$ cat config.mk
export PLATFORM = sky130hd
export DESIGN_NAME = lsfm_monitor
export DESIGN_NICKNAME = d
export VERILOG_FILES = /design/src/logic/lsfm_pkg.sv /design/src/logic/lsfm_monitor.sv /design/src/logic/lsfm_sw_chan.sv
export SDC_FILE = /design/constraint.sdc
export NUM_CORES = 1
export LEC_CHECK = 0
export BUFFER_PORTS_ARGS = -buffer_cell sky130_fd_sc_hd__buf_2
export CAP_MARGIN = 0
export CELL_PAD_IN_SITES_DETAIL_PLACEMENT = 0
export CELL_PAD_IN_SITES_GLOBAL_PLACEMENT = 1
export CORE_MARGIN = 4
export CORE_UTILIZATION = 35
export CTS_CLUSTER_SIZE = 8
export DETAILED_ROUTE_END_ITERATION = 8
export GPL_TIMING_DRIVEN = 0
export PLACE_DENSITY = 0.63
export SYNTH_ARGS = -nofsm -noshare
export SYNTH_HDL_FRONTEND = slang
export SYNTH_SLANG_ARGS = --single-unit
export TNS_END_PERCENT = 20
$ cat constraint.sdc
create_clock -name core_clk -period 2.11 [get_ports core_clk]
set_input_delay 0.422 -clock core_clk [delete_from_list [all_inputs] [get_ports core_clk]]
set_output_delay 0.422 -clock core_clk [all_outputs]
set_load 0.02 [all_outputs]
$ cat src/logic/lsfm_pkg.sv
// Purpose: Shared constants and types of the limit switch fault monitor.
// Assumes: Core clock of 125 MHz; switch inputs are active high.
// Notes:   Error codes, class and status bit position are named here once.
`default_nettype none
package lsfm_pkg;

	// Core clock rate and the least time a switch must stay active.
	localparam int unsigned CLK_MHZ          = 125;
	localparam int unsigned SW_MIN_ACTIVE_US = 1000;
	localparam int unsigned SW_MIN_CYC       = SW_MIN_ACTIVE_US * CLK_MHZ;
	localparam int unsigned CNT_W            = 20;

	// Switch channel indices.
	localparam int unsigned CH_POS  = 0;
	localparam int unsigned CH_NEG  = 1;
	localparam int unsigned CH_REF  = 2;
	localparam int unsigned N_CH    = 3;

	// Error codes, their class and the status bit that reports them.
	localparam logic [15:0] ERR_NONE       = 16'h0000;
	localparam logic [15:0] ERR_MULTI      = 16'hA329;
	localparam logic [15:0] ERR_POS_DIR    = 16'hA32A;
	localparam logic [15:0] ERR_NEG_DIR    = 16'hA32B;
	localparam logic [15:0] ERR_REF_BRIEF  = 16'hA32C;
	localparam logic [15:0] ERR_POS_BRIEF  = 16'hA32D;
	localparam logic [15:0] ERR_NEG_BRIEF  = 16'hA32E;
	localparam logic [3:0]  ERR_CLASS      = 4'h1;
	localparam logic [3:0]  CLASS_NONE     = 4'h0;
	localparam int unsigned STATUS_ERR_BIT = 10;
	localparam logic [15:0] STATUS_RESET   = 16'h0000;

	// Motion state from the drive's own controller.
	typedef struct packed {
		logic moving;
		logic dir_neg;
	} lsfm_motion_t;

	// Latched switch errors, one flag each.
	typedef struct packed {
		logic neg_brief;
		logic pos_brief;
		logic ref_brief;
		logic neg_dir;
		logic pos_dir;
		logic multi;
	} lsfm_err_t;

	localparam lsfm_err_t ERR_RESET = '0;

endpackage : lsfm_pkg
`default_nettype wire

$ cat src/logic/lsfm_monitor.sv
// Purpose: Watches limit and reference switches for inconsistent signals.
// Assumes: Motion state comes from logic on core_clk; pins are asynchronous.
// Notes:   Errors latch until err_clear; a new event in that cycle wins.
`timescale 1ns/1ps
`default_nettype none
module lsfm_monitor #(
	parameter int unsigned MIN_CYC = lsfm_pkg::SW_MIN_CYC
) (
	input  wire logic                   core_clk,
	input  wire logic                   rstn,
	input  wire logic                   positive_limit_input,
	input  wire logic                   negative_limit_input,
	input  wire logic                   ref_switch_input,
	input  wire lsfm_pkg::lsfm_motion_t motion,
	input  wire logic                   err_clear,
	output lsfm_pkg::lsfm_err_t         err_q,
	output logic [15:0]                 err_code_q,
	output logic [3:0]                  err_class_q,
	output logic [15:0]                 status_q
);
	logic [lsfm_pkg::N_CH-1:0] pin;
	logic [lsfm_pkg::N_CH-1:0] act;
	logic [lsfm_pkg::N_CH-1:0] rise;
	logic [lsfm_pkg::N_CH-1:0] fault;
	lsfm_pkg::lsfm_err_t       set_v;
	lsfm_pkg::lsfm_err_t       err_d;
	logic                      multi_act;
	logic                      any_err;
	logic [15:0]               code_d;
	logic [15:0]               status_d;

	assign pin[lsfm_pkg::CH_POS]  = positive_limit_input;
	assign pin[lsfm_pkg::CH_NEG]  = negative_limit_input;
	assign pin[lsfm_pkg::CH_REF]  = ref_switch_input;

	// One conditioner per switch input.
	for (genvar i = 0; i < lsfm_pkg::N_CH; i++)
	begin : g_ch
		lsfm_sw_chan #(
			.MIN_CYC (MIN_CYC)
		) u_chan (
			.core_clk (core_clk),
			.rstn     (rstn),
			.pin      (pin[i]),
			.moving   (motion.moving),
			.act_q    (act[i]),
			.rise_q   (rise[i]),
			.fault_q  (fault[i])
		);
	end

	// Error detection from the conditioned switch levels and events.
	assign multi_act = (act[0] & act[1]) | (act[0] & act[2])
		| (act[1] & act[2]);
	assign set_v.multi      = multi_act;
	assign set_v.pos_dir    = rise[lsfm_pkg::CH_POS] & motion.moving
		& motion.dir_neg;
	assign set_v.neg_dir    = rise[lsfm_pkg::CH_NEG] & motion.moving
		& ~motion.dir_neg;
	assign set_v.ref_brief  = fault[lsfm_pkg::CH_REF];
	assign set_v.pos_brief  = fault[lsfm_pkg::CH_POS];
	assign set_v.neg_brief  = fault[lsfm_pkg::CH_NEG];

	// Sticky flags: a clear drops them, a new event in the same cycle wins.
	assign err_d   = (err_q & ~{$bits(err_q){err_clear}}) | set_v;
	assign any_err = |err_d;

	// Reported code: the lowest-numbered pending error.
	assign code_d = err_d.multi      ? lsfm_pkg::ERR_MULTI      :
	                err_d.pos_dir    ? lsfm_pkg::ERR_POS_DIR    :
	                err_d.neg_dir    ? lsfm_pkg::ERR_NEG_DIR    :
	                err_d.ref_brief  ? lsfm_pkg::ERR_REF_BRIEF  :
	                err_d.pos_brief  ? lsfm_pkg::ERR_POS_BRIEF  :
	                err_d.neg_brief  ? lsfm_pkg::ERR_NEG_BRIEF  :
	                lsfm_pkg::ERR_NONE;

	// Every switch error is class 1 and shows on status bit 10.
	always_comb
	begin
		status_d = lsfm_pkg::STATUS_RESET;
		status_d[lsfm_pkg::STATUS_ERR_BIT] = any_err;
	end

	// Output registers.
	always_ff @(posedge core_clk or negedge rstn)
	begin
		if (!rstn)
		begin
			err_q       <= lsfm_pkg::ERR_RESET;
			err_code_q  <= lsfm_pkg::ERR_NONE;
			err_class_q <= lsfm_pkg::CLASS_NONE;
			status_q    <= lsfm_pkg::STATUS_RESET;
		end
		else
		begin
			err_q       <= err_d;
			err_code_q  <= code_d;
			err_class_q <= any_err ? lsfm_pkg::ERR_CLASS
				: lsfm_pkg::CLASS_NONE;
			status_q    <= status_d;
		end
	end
endmodule : lsfm_monitor
`default_nettype wire

$ cat src/logic/lsfm_sw_chan.sv
// Purpose: One switch input: synchroniser, edge and brief-pulse detection.
// Assumes: The pin is asynchronous to core_clk.
// Notes:   A fall after a short pulse, or while moving, flags a fault.
`timescale 1ns/1ps
`default_nettype none
module lsfm_sw_chan #(
	parameter int unsigned MIN_CYC = lsfm_pkg::SW_MIN_CYC
) (
	input  wire logic core_clk,
	input  wire logic rstn,
	input  wire logic pin,
	input  wire logic moving,
	output logic      act_q,
	output logic      rise_q,
	output logic      fault_q
);
	logic                     sync1_q;
	logic                     sync2_q;
	logic [lsfm_pkg::CNT_W-1:0] cnt_q;
	logic [lsfm_pkg::CNT_W-1:0] cnt_d;
	logic                     fall;
	logic                     short_act;
	logic                     sat;

	// Edge and duration decode on the synchronised level.
	assign fall      = act_q & ~sync2_q;
	assign sat       = (cnt_q == {lsfm_pkg::CNT_W{1'b1}});
	assign short_act = (cnt_q < lsfm_pkg::CNT_W'(MIN_CYC));
	assign cnt_d     = !sync2_q ? '0 : (sat ? cnt_q : cnt_q + 1'b1);

	// Two flip-flops take the pin into the clock domain.
	always_ff @(posedge core_clk or negedge rstn)
	begin
		if (!rstn)
		begin
			sync1_q <= 1'b0;
			sync2_q <= 1'b0;
		end
		else
		begin
			sync1_q <= pin;
			sync2_q <= sync1_q;
		end
	end

	// Active length counter and the event flags.
	always_ff @(posedge core_clk or negedge rstn)
	begin
		if (!rstn)
		begin
			act_q   <= 1'b0;
			rise_q  <= 1'b0;
			fault_q <= 1'b0;
			cnt_q   <= '0;
		end
		else
		begin
			act_q   <= sync2_q;
			rise_q  <= sync2_q & ~act_q;
			fault_q <= fall & (short_act | moving); // Brief or passed over.
			cnt_q   <= cnt_d;
		end
	end

endmodule : lsfm_sw_chan
`default_nettype wire

[Word level (Yosys, flattened, before mapping)]
Cells that the tools add are included.
Storage, ports and cells
  register bits after elaboration: 98
  input bits: 8
  output and inout port bits: 42
  logic and storage cells: 81
Cells by class
  add/subtract/negate cells: 3
  $lt $le $gt $ge: 3
  equality and inequality tests: 6
  muxes and demuxes: 13
  bitwise logic cells: 29
  reductions and logical operators: 1
Operators by type and width (count)
  $mux W20: 6
  $mux W16: 6
  $add A20 B1 Y20 const B: 3
  $eq A20 B20 Y1 const B: 3
  $lt A20 B17 Y1 const B: 3
  $and A1 B1 Y1: 15
  $and A6 B6 Y6: 1
  $ne A2 B2 Y1 const B: 3
  $not A1 Y1: 6
  $not A6 Y6: 1
  $or A6 B6 Y6: 1
  $reduce_or A6 Y1: 1
  $or A1 B1 Y1: 5
  $mux W1: 1

[Longest topological paths before layout]
  depth after elaboration: 10
  mapped depth: 6
  gate-level depth less buffers: 5

[Cells and area by module]
Synthesis repeated with hierarchy kept, for this count alone.
Unflattened totals
  cell total of the unflattened synthesis: 474
  area total of the unflattened synthesis: 4586.9 um^2
By module, submodules not included
  lsfm_sw_chan (g_ch[0].u_chan ...): instances 2, cells an instance 138, area an instance 1323.8 um^2, seq. area each 625.6 um^2
  lsfm_sw_chan (g_ch[1].u_chan): instances 1, cells an instance 131, area an instance 1285.0 um^2, seq. area each 625.6 um^2
  lsfm_monitor: instances 1, cells an instance 67, area an instance 654.4 um^2, seq. area each 275.3 um^2

[Worst setup path after synthesis]
Ideal clock, no wire load.
  path kind: reg-to-reg
  start point: register g_ch[1].u_chan.cnt_q[3] (netlist name)
  end point: register g_ch[1].u_chan.cnt_q[15] (netlist name)
  setup time: 0.078 ns
  arrival time: 1.754 ns
  required time: 2.032 ns
  path slack: 0.278 ns
  stages on the path, launching flop included: 5
  buffers on the path: 0
  period minus slack after synthesis: 1.832 ns
  cell sequence: dfrtp_1 > nand4_4 > or4_4 > or4_1 > a21oi_1
On the way
  cells in the longest elaborated chain, start to end: 3
  elaborated cells on any way between the ends: 5
  classes of those cells: add/sub: 1; eq/ne: 2; mux: 2
Ends and longest elaborated chain
  start: declaration: RTL line lsfm_sw_chan.sv:19  | logic [lsfm_pkg::CNT_W-1:0] cnt_q;
  start signal: assignment: RTL line lsfm_sw_chan.sv:61  | cnt_q <= cnt_d;
  $add A20 B1 Y20: RTL line lsfm_sw_chan.sv:29  | assign cnt_d = !sync2_q ? '0 : (sat ? cnt_q : cnt_q + 1'b1);
  $mux W20 (2 in a row): RTL line lsfm_sw_chan.sv:29
Several ways; a longest one is shown, not always the timed one. The select of a mux whose other input is x is not followed.
A chain may end at the register's enable or synchronous reset.

[Worst setup path after layout]
Same ends and word-level chain as after synthesis.

==> run_results.csv <==
group,metric,value,unit
placed_design,dp.cells,703,
pwr,power.density,646,nW/µm²
synth,synth-seq-cells,85,
setup_path,required,2380,ps
sta,fin_skew,7.53,ps
floorplanning,fp.dieW,122,µm
sta,rsz0062_at_grt,"yes",
synth,yosysTopAreaCell,"dfrtp_1",
synth,async_flop_share,100,%
synth,netlist_instances,482,
placed_design,hpwl,7360,µm
detailed_routing,drc_errors,0,
layout,drive_gt1_share,16.5,%
clock_network,clk_latency,350,ps
layout,layoutNonFillerInstCount,725,
setup_path,crit_path_end_kind,"register",
global_route,antenna_found_initial,0,
placed_design,io_buffers,24,
layout,final_util,42.2,%
setup_path,crit_fanout,7,
layout,insertedDiodeCount,0,
placed_design,place_congestion,0.822,
global_route,grt_start_max_net_pins,60,
detailed_routing,viasPerCell,5.27,
synth,synth.top_cell.area_share,46.6,%
clock_network,cts_root_buffer,"clkbuf_16",
synth,synth_top_family_by_area,"simple AND/OR/NAND/NOR gates",
sta,hold_slack,182,ps
detailed_routing,postRouteAntennaNets,0,
placed_design,pre_cts_ws,-182,ps
status,status,"complete, no violations",
global_route,grt_util_all_layers,14.9,%
sta,relSlewSlack,53.4,%
clock_network,htreeDepth,3,
sta,timing_worst_slew_pin_value,694,ps
sta,finalHoldViolCount,0,
clock_network,cts.clk_slew.worst_paths,60,ps
global_route,grt_pass1_vias,3636,
synth,synthTopCellsByArea,"dfrtp_1 (47%), buf_4 (5.1%), mux2i_1 (4.4%)",
clock_network,cts_buffer_depth,2,
clock_network,clock_sinks,85,
detailed_routing,firstDrtPassIters,4,
floorplanning,start_util,35.9,%
setup_path,setup.worst_path.start_class,"register",
synth,syn_avg_cell_area,9.48,µm²
sta,report.final.slew_viol_count,0,
synth,synth_compound_area_share,16.5,%
floorplanning,die_area,14900,µm²
synth,synth-xor-area-share,0,%
detailed_routing,wire_per_inst,14.5,µm
floorplanning,io-pin-count,50,
layout,syn2layout_area_growth,17.4,%
synth,ys_seq_area_share,46.6,%
synth,synth_warnings,0,
layout,final_cell_mix,"dfrtp_1 (85), nand2_1 (40), a21oi_1 (39)",
pwr,p_leak,2.29,nW
sta,fin_crit_sh,94.4,%
layout,final_nets,559,
synth,netlist_area,4570,µm²
detailed_routing,dr_total_vias,3818,
clock_network,tritoncts,"built",
global_route,grt_pass1_wl,17700,µm
clock_network,numCtsBuffers,9,
floorplanning,core_area,12700,µm²
synth,yosys-mux-area-fraction,4.38,%
floorplanning,row_count,41,
worst_hold_path,min_path_type,"primary input to register",
sta,worst_slack,118,ps
pwr,peakVddDrop,395,µV
run,drv_cap,0,
synth,synth_fa_ha_area_share,0.822,%
synth,ys.flop_type,"dfrtp_1",
sta,period_needed,1990,ps
layout,final_common_cell,"dfrtp_1",
sta,setup_viol,0,
setup_path,crit_arrival,2260,ps
detailed_routing,wl,10500,µm
detailed_routing,drtIter0Drc,248,
floorplanning,dieHeight,122,µm
synth,synth-edff-count,0,
synth,synth-simple-area-share,23.9,%
synth,synth_cell_types,50,
sta,max_freq,0.502,GHz
global_route,grt_overflow,0,
setup_path,crit_type,"register to register",
-- power by group --
group	total (W)	leakage, nW	switching, W	internal (W)
sequential	0.00171	1.13	0.0000381	0.00167
clock	0.00146	0.135	0.000670	0.000791
combinational	0.000291	1.03	0.000185	0.000105
-- path summary, 6_finish.rpt --
path                                            endpoint                     from  depth (start not counted)  slack, ps
min in group asynchronous       g_ch[0].u_chan.cnt_q[19]                     rstn                          2        540
worst max-delay path            g_ch[1].u_chan.cnt_q[15]  g_ch[1].u_chan.cnt_q[3]                          4        120
worst min-delay path              g_ch[1].u_chan.sync1_q     negative_limit_input                          1        180
worst max register to register  g_ch[1].u_chan.cnt_q[15]  g_ch[1].u_chan.cnt_q[3]                          4        120
max in group asynchronous        g_ch[1].u_chan.cnt_q[5]                     rstn                          3        940
worst min register to register    g_ch[1].u_chan.sync2_q   g_ch[1].u_chan.sync1_q                          0        350
-- metal layers --
layer | vias to the layer above | routed length [µm] | GRT usage (%)
li1 | 1882 | - | -
met1 | 1850 | 5160 | 20.5
met2 | 74 | 4700 | 22.7
met3 | 12 | 508 | 3.73
met4 | 0 | 141 | 5.32
met5 | - | 0 | 0
-- flip-flops by register name, summed over array words and instances, names as in the netlist --
name	count
g_ch.u_chan.act_q	3
err_q	6
g_ch.u_chan.sync2_q	3
g_ch.u_chan.sync1_q	3
g_ch.u_chan.rise_q	2
err_code_q	4
status_q	1
g_ch.u_chan.fault_q	3
g_ch.u_chan.cnt_q	60
-- kinds of logic (layout without fill, tap and decap cells) --
logic type	after synthesis	count (layout)
and+or+nand+nor	196	196
adders and majority gates	3	3
other	1	25
AOI/OAI and AO/OA	115	115
DFF	85	85
muxes	20	20
buffers and inverters	62	109
-- Yosys cell counts (all sizes together) (10+ instances only) --
cell type and number:
nor4 10, a21oi 39, nand2b 17, inv 14, nor2 20, clkbuf 15, buf 33, dfrtp 85
o31ai 10, or4 12, mux2i 20, nand3 27, nor3 15, nand2 40, nand4 22, o21ai 17
-- stage by stage --
stage | setup TNS (ps) | total power [W] | cell area, µm²
after global placement | -19220 | 0.00203 | 4990
after global routing | -45.0 | 0.00363 | 5370
after detailed placement | -1090 | 0.00203 | 5020
final | 0 | 0.00346 | 5370
after floorplan | 0 | 0.00193 | 4660
after CTS | 0 | 0.00353 | 5320
-- timing repair --
| action | CTS | global route |
|---|---|---|
| cloned | 0 | 0 |
| gates resized for setup | 3 | 11 |
| hold buffers | 1 | 0 |
| setup buffers | 0 | 5 |
| pin swaps | 0 | 2 |
| hold endpoints to repair | 11 | 0 |
| endpoints found under the setup margin | 16 | 31 |
-- critical path: stages, from the launching register on --
cell and delay [ps]:
dfrtp_1 490, nand4_4 190, or4_4 580, or4_1 510
a21oi_1 150
-- area by class of cell --
class                           count  area, µm²
Sequential cell                    85       2130
Multi-Input combinational cell    359       2200
Buffer                             48        307
Clock inverter                      7       41.3
Timing Repair Buffer               31        198
Tap cell                          172        215
Inverter                           14       52.6
Fill cell                        1296       7360
Clock buffer                        9        225
No activity file was read; power rests on OpenSTA's default activity.
